`src/hw/sdp_pkg.sv`:
```
// Summary of operation
// - active frequency changes only when the integer divide register is written
// - integer word bit 28: zero fixed 25-bit modulus, one variable modulus
// - integer divide value sits in bits 19 down to 4
// - primary fraction word bit 31 enables modulator dither
// - primary fraction word sits in bits 28 down to 4
// - fixed modulus uses the primary fraction field as the whole fraction
// - phase word bit 31 enables a relative phase advance
// - an enabled phase advance applies at every integer write while it stays enabled
// - phase advance equals value times 360 degrees over 2 to the 12th
// - phase value is 12 bits, held in bits 15 down to 4
// - auxiliary fraction word sits in bits 27 down to 4
// - fixed modulus ignores the auxiliary fraction word
package sdp_pkg;
  // -----------------------------------------------------------
  // register indices
  // -----------------------------------------------------------
  localparam logic [3:0] SDP_IDX_INT   = 4'h0;
  localparam logic [3:0] SDP_IDX_FR1   = 4'h1;
  localparam logic [3:0] SDP_IDX_PHASE = 4'h2;
  localparam logic [3:0] SDP_IDX_FR2   = 4'h3;
  localparam logic [3:0] SDP_IDX_STAT  = 4'hE;
  // -----------------------------------------------------------
  // field layout
  // -----------------------------------------------------------
  localparam int SDP_IDX_LSB   = 0;
  localparam int SDP_IDX_MSB   = 3;
  localparam int SDP_MODE_BIT  = 28;
  localparam int SDP_INT_MSB   = 19;
  localparam int SDP_INT_LSB   = 4;
  localparam int SDP_DITH_BIT  = 31;
  localparam int SDP_FR1_MSB   = 28;
  localparam int SDP_FR1_LSB   = 4;
  localparam int SDP_PHEN_BIT  = 31;
  localparam int SDP_PH_MSB    = 15;
  localparam int SDP_PH_LSB    = 4;
  localparam int SDP_FR2_MSB   = 27;
  localparam int SDP_FR2_LSB   = 4;
  localparam int SDP_INT_W     = 16;
  localparam int SDP_FR1_W     = 25;
  localparam int SDP_FR2_W     = 24;
  localparam int SDP_PH_W      = 12;
  // -----------------------------------------------------------
  // reset values
  // -----------------------------------------------------------
  localparam logic [31:0] SDP_WORD_RST = 32'h0000_0000;
  localparam logic [SDP_PH_W-1:0] SDP_PH_RST = 12'h000;
endpackage : sdp_pkg

```
`src/hw/sdp_regs.sv`:
```
// Chosen here: the register addresses and strobed register access.
`timescale 1ns/100ps
module sdp_regs (
  input  wire logic                         ref_clk,
  input  wire logic                         reset,
  input  wire logic [3:0]                   addr,
  input  wire logic [31:0]                  wdata,
  input  wire logic                         wr,
  input  wire logic                         rd,
  output logic      [31:0]                  rdata,
  output logic                              variable_modulus,
  output logic      [sdp_pkg::SDP_INT_W-1:0] int_value,
  output logic      [sdp_pkg::SDP_FR1_W-1:0] primary_fraction_word,
  output logic      [sdp_pkg::SDP_FR2_W-1:0] auxiliary_fraction_word,
  output logic                              modulator_dither_enable,
  output logic      [sdp_pkg::SDP_PH_W-1:0]  phase_offset,
  output logic                              update_pulse
);
  import sdp_pkg::*;
  // -----------------------------------------------------------
  // decode
  // -----------------------------------------------------------
  // index comes from the low nibble of the word itself
  wire [3:0] widx     = wdata[SDP_IDX_MSB:SDP_IDX_LSB];
  wire       wr_int   = wr && (widx == SDP_IDX_INT);
  wire       wr_fr1   = wr && (widx == SDP_IDX_FR1);
  wire       wr_phase = wr && (widx == SDP_IDX_PHASE);
  wire       wr_fr2   = wr && (widx == SDP_IDX_FR2);
  // -----------------------------------------------------------
  // shadow storage
  // -----------------------------------------------------------
  logic [SDP_FR1_W-1:0] fr1_sh_q;
  logic                 dith_sh_q;
  logic [SDP_FR2_W-1:0] fr2_sh_q;
  logic [SDP_PH_W-1:0]  ph_sh_q;
  logic                 phen_sh_q;
  always_ff @(posedge ref_clk or posedge reset)
  begin
    if (reset)
    begin
      fr1_sh_q  <= '0;
      dith_sh_q <= 1'b0;
      fr2_sh_q  <= '0;
      ph_sh_q   <= SDP_PH_RST;
      phen_sh_q <= 1'b0;
    end
    else
    begin
      if (wr_fr1)
      begin
        fr1_sh_q  <= wdata[SDP_FR1_MSB:SDP_FR1_LSB];
        dith_sh_q <= wdata[SDP_DITH_BIT];
      end
      if (wr_fr2)
        fr2_sh_q <= wdata[SDP_FR2_MSB:SDP_FR2_LSB];
      if (wr_phase)
      begin
        ph_sh_q   <= wdata[SDP_PH_MSB:SDP_PH_LSB];
        phen_sh_q <= wdata[SDP_PHEN_BIT];
      end
    end
  end
  // -----------------------------------------------------------
  // active settings, loaded only by an integer write
  // -----------------------------------------------------------
  logic                 mode_q;
  logic [SDP_INT_W-1:0] int_q;
  logic [SDP_FR1_W-1:0] fr1_q;
  logic                 dith_q;
  logic [SDP_FR2_W-1:0] fr2_q;
  logic                 upd_q;
  logic [31:0]          rdata_q;
  // fixed modulus forces the auxiliary word out of the computation
  wire [SDP_FR2_W-1:0]  fr2_eff = wdata[SDP_MODE_BIT] ? fr2_sh_q : '0;
  always_ff @(posedge ref_clk or posedge reset)
  begin
    if (reset)
    begin
      mode_q <= 1'b0;
      int_q  <= '0;
      fr1_q  <= '0;
      dith_q <= 1'b0;
      fr2_q  <= '0;
      upd_q  <= 1'b0;
    end
    else
    begin
      upd_q <= wr_int;
      if (wr_int)
      begin
        mode_q <= wdata[SDP_MODE_BIT];
        int_q  <= wdata[SDP_INT_MSB:SDP_INT_LSB];
        fr1_q  <= fr1_sh_q;
        dith_q <= dith_sh_q;
        fr2_q  <= fr2_eff;
      end
    end
  end
  // -----------------------------------------------------------
  // phase adjust
  // -----------------------------------------------------------
  // steps only at integer write; disabled adjust leaves phase alone
  wire ph_step = wr_int && phen_sh_q;
  sdp_phase_acc #(
    .W (SDP_PH_W)
  ) u_phase (
    .ref_clk (ref_clk),
    .reset   (reset),
    .step    (ph_step),
    .amount  (ph_sh_q),
    .phase   (phase_offset)
  );
  // -----------------------------------------------------------
  // readback of active state, plus the shadow phase enable at the status index
  // -----------------------------------------------------------
  wire [31:0] rd_mux =
    (addr == SDP_IDX_INT)   ? {3'h0, mode_q, 8'h00, int_q, 4'h0}
  : (addr == SDP_IDX_FR1)   ? {dith_q, 2'h0, fr1_q, 4'h0}
  : (addr == SDP_IDX_PHASE) ? {16'h0000, phase_offset, 4'h0}
  : (addr == SDP_IDX_FR2)   ? {4'h0, fr2_q, 4'h0}
  : (addr == SDP_IDX_STAT)  ? {31'h0000_0000, phen_sh_q}
  : SDP_WORD_RST;
  always_ff @(posedge ref_clk or posedge reset)
  begin
    if (reset)
      rdata_q <= SDP_WORD_RST;
    else if (rd)
      rdata_q <= rd_mux;
    else
      rdata_q <= SDP_WORD_RST;
  end
  assign rdata                   = rdata_q;
  assign variable_modulus        = mode_q;
  assign int_value               = int_q;
  assign primary_fraction_word   = fr1_q;
  assign auxiliary_fraction_word = fr2_q;
  assign modulator_dither_enable = dith_q;
  assign update_pulse            = upd_q;
endmodule : sdp_regs

```
`src/hw/sdp_phase_acc.sv`:
```
`timescale 1ns/100ps
module sdp_phase_acc #(
  parameter int W = 12
) (
  input  wire logic         ref_clk,
  input  wire logic         reset,
  input  wire logic         step,
  input  wire logic [W-1:0] amount,
  output logic      [W-1:0] phase
);
  import sdp_pkg::*;
  logic [W-1:0] phase_q;
  // modulo 2^W wraps naturally: full circle is 360 degrees
  wire [W-1:0] phase_d = W'(phase_q + amount);
  always_ff @(posedge ref_clk or posedge reset)
  begin
    if (reset)
      phase_q <= '0;
    else if (step)
      phase_q <= phase_d;
  end
  assign phase = phase_q;
endmodule : sdp_phase_acc

```
`config.mk`:
```
export PLATFORM = sky130hd
export DESIGN_NAME = sdp_regs
export DESIGN_NICKNAME = d
export VERILOG_FILES = /design/src/hw/sdp_pkg.sv /design/src/hw/sdp_regs.sv /design/src/hw/sdp_phase_acc.sv
export SDC_FILE = /design/constraint.sdc
export NUM_CORES = 1
export LEC_CHECK = 0
export BUFFER_PORTS_ARGS = -buffer_cell sky130_fd_sc_hd__buf_4
export CORE_MARGIN = 3
export CORE_UTILIZATION = 50
export DETAILED_ROUTE_END_ITERATION = 10
export PLACE_DENSITY = 0.85
export SYNTH_ARGS = -nofsm -noshare
export SYNTH_HDL_FRONTEND = slang
export SYNTH_HIERARCHICAL = 1
export SYNTH_SLANG_ARGS = --single-unit
export TNS_END_PERCENT = 1
```
`constraint.sdc`:
```
create_clock -name ref_clk -period 4.4 [get_ports ref_clk]
set_input_delay 0.22 -clock ref_clk [delete_from_list [all_inputs] [get_ports ref_clk]]
set_output_delay 0.22 -clock ref_clk [all_outputs]
set_load 0.01 [all_outputs]
```
==> metrics.md <==
| Metric | Value |
|---|---|
| Crit-path max FO | 4 |
| CP Capture Type | flop |
| # resized after CTS | 0 |
| Max-slew violation count | 0 |
| Yosys cell types | 53 |
| Initial DRT Pass Iterations | 5 |
| I/O Buffers | 144 |
| Remaining DRCs | 0 |
| WP data arrival | 2.66 ns |
| Leakage power | 4.43 nW |
| Outcome | completed |
| Nets@finish | 761 |
| CP max-delay cell | dfrtp_1 |
| CP dominant cell by count | o21ai_0 |
| Synth async-reset ratio | 1.00 |
| Max VDD drop | 0.000282 V |
| Max Buffers Root-to-Sink | 2 |
| Most common cell after layout, fill and taps aside | dfrtp_1 |
| Row Count | 44 |
| Tot GR Track Use | 0.229 |
| Clock root cell | clkbuf_16 |
| Routed via count | 5,185 |
| Sw frac | 0.316 |
| Post-Route Utilization | 0.630 |
| Sw power | 1.53 mW |
| N_diodes | 0 |
| Slew headroom | 0.324 |
| Max Cap Viol | 0 |
| Clk pwr share | 0.298 |
| Vias per inst | 5.72 |
| Clock-pin slew on the worst setup and hold paths | 0.07 ns |
| Min-delay worst type | in2reg |
| XOR/XNOR share of the synthesized area | 0.00581 |
| Register area share after synthesis | 0.565 |
| Crit-path leading delay family | compound AO/OA/AOI/OAI gates |
| Vias in the first global route | 5,519 |
| Hpwl dp | 12,100 µm |
| Clk sinks | 170 |
| Highest-count cells in the layout ignoring fill and taps | 170 x dfrtp_1, 145 x buf_4, 112 x mux2_2 |
| Crit-path cells | ha_1 > fa_1 > a21oi_1 > o21ai_0 > o21ai_0 > a22oi_1 > mux2_2 |
| Internal Dissipation | 3.30 mW |
| Startpoint Class | flop |
| Final TNS setup | 0 ns |
| Starting Density | 0.514 |
| CTS Buf Count | 17 |
| Post-Syn Instances | 576 |
| Routed Antenna Nets | 0 |
| DR iter-0 viols | 377 |
| Area grow syn2layout | 22.5% |
| First-pass GRT wire length | 29,300 µm |
| Data required, critical path | 4.71 ns |
| Period utilization | 0.533 |
| Die X | 129 µm |
| GP Congestion | 0.849 |
| Final worst path period need | 2.34 ns |
| Main combinational cell family by area after synthesis | multiplexers |
| Drt wl/cell | 20.4 µm |
| PD cells | 522 mW/mm² |
| Unrepaired setup endpoints after global routing | no |
| Crit Path Class | reg2reg |
| Cell area after synthesis | 0.00753 mm² |
| Hold_buf cts | 1 |
| Syn_area_per_cell | 13.1 µm² |
| Gr ovfl total | 0 |
| Synth Area in Simple Gates | 0.0668 |
| Critical path buffers and inverters | 0 |
| Max frequency | 427 MHz |
| Main synth FF type | dfrtp_1 |
| Final Hold Vio Count | 0 |
| Largest net degree at the start of global routing | 159 |
| DIE AREA | 0.0166 mm² |
| Total routed wirelength | 18,500 µm |
| Share of layout cells above drive strength 1 | 0.417 |
| Worst skew pair latency | 0.43 ns |
| Max incr delay on CP | 0.44 ns |
| Post-CTS Setup Bufs | 0 |
| # H-tree levels | 4 |
| Comb pwr share | 0.253 |
| Core area | 0.0146 mm² |
| Initial antenna violation count | 0 |
| Post-synth EDFFs | 0 |
| Worst Clk Skew | 0.00707 ns |
| Sequential Power Share | 0.449 |
| Adder-Cell Fraction of Synth Area | 0.0209 |
| Mux contribution to synthesized area | 0.229 |
| Worst Max-Slew Pin Slew | 1.01 ns |
| Final setup violation count | 0 |
| Die Ht | 129 µm |
| Compound-Gate Fraction of Synth Area | 0.0649 |
| Num ports | 152 |
| Seq cells post-synth | 170 |
| YS warnings | 6 |
| CTS tree | done |
-- Yosys cell counts (5+ instances only) --
cell        n  area (µm²)
nand3_1     6        30.0
nand2_1    37         139
a21oi_1    14        70.1
clkbuf_1    7        26.3
inv_1      30         113
buf_4       9        67.6
ha_1       11         138
mux2_2    112        1260
dfrtp_1   170        4250
buf_2      12        60.1
nor2_1     18        67.6
nor2b_1    12        75.1
a221oi_1    5        43.8
a211oi_1   22         165
mux2i_1    45         450
-- cells by family after synthesis --
kind of cell / after synthesis
buf+inv: 67
other cells: 1
mux: 158
flops: 170
fa+ha+maj: 12
simple gates: 97
compound gates: 66
xor+xnor: 5
-- metrics by stage --
stage	hold WS (ns)	instances	total power [mW]	cell area (µm²)	setup WS (ns)
global placement	0.305	873	3.32	8650	2.07
finish	0.0274	906	4.82	9230	2.06
CTS	0.00855	906	4.85	9230	2.09
detailed placement	0.305	873	3.40	8650	2.03
global route	0.0199	906	5.06	9230	1.95
floorplan	0.0847	580	2.83	7550	2.18
-- cell type report --
| type | instances | area (µm²) |
|---|---|---|
| inverter | 30 | 116 |
| sequential | 170 | 4250 |
| clock buffer | 18 | 439 |
| tap | 184 | 230 |
| multi-input combinational | 343 | 2950 |
| clock inverter | 14 | 128 |
| timing repair buffer | 147 | 1120 |
| fill | 1094 | 5410 |
-- worst paths after layout --
| path | endpoint | startpoint | slack, ns | cells after the start |
|---|---|---|---|---|
| worst max-delay path | u_phase/phase[6]$_DFFE_PP0P_ | u_phase/phase[0]$_DFFE_PP0P_ | 2.06 | 7 |
| worst min-delay path | rdata[0]$_DFF_PP0_ | addr[3] | 0.03 | 3 |
| worst max register to register | u_phase/phase[6]$_DFFE_PP0P_ | u_phase/phase[0]$_DFFE_PP0P_ | 2.06 | 7 |
| worst min register to register | fr1_sh_q[18]$_DFFE_PP0P_ | fr1_sh_q[18]$_DFFE_PP0P_ | 0.50 | 1 |
| max in group asynchronous | auxiliary_fraction_word[23]$_DFFE_PP0N_ | reset | 3.20 | 4 |
| min in group asynchronous | u_phase/phase[9]$_DFFE_PP0P_ | reset | 0.40 | 3 |
-- sequential cells by signal (all words and copies together), names as in the netlist --
name and cells:
int_value 16, variable_modulus 1, fr1_sh_q 25, fr2_sh_q 24
update_pulse 1, dith_sh_q 1, primary_fraction_word 25, phen_sh_q 1
ph_sh_q 12, rdata 27, u_phase/phase 12, modulator_dither_enable 1
auxiliary_fraction_word 24
-- routing by layer --
layer | track usage | vias to the layer above | share of wire
met1 | 0.292 | 2648 | 0.40
li1 | - | 2285 | -
met5 | 0 | - | 0
met4 | 0.0939 | 0 | 0.033
met2 | 0.381 | 189 | 0.51
met3 | 0.0498 | 63 | 0.057
-- worst register-to-register path, cell delays in order (launching register included) --
cell	delay, ns
dfrtp_1	0.44
ha_1	0.29
fa_1	0.44
a21oi_1	0.30
o21ai_0	0.20
o21ai_0	0.21
a22oi_1	0.09
mux2_2	0.27
-- power by group through the flow --
stage	Combinational, mW	Clock, mW	Sequential (mW)
finish	1.22	1.44	2.17
global route	1.32	1.54	2.20
CTS	1.23	1.46	2.16
detailed placement	1.22	0	2.18
global placement	1.16	0	2.16
floorplan	0.633	0	2.20
Note: power is estimated with default switching activity, not from simulation.
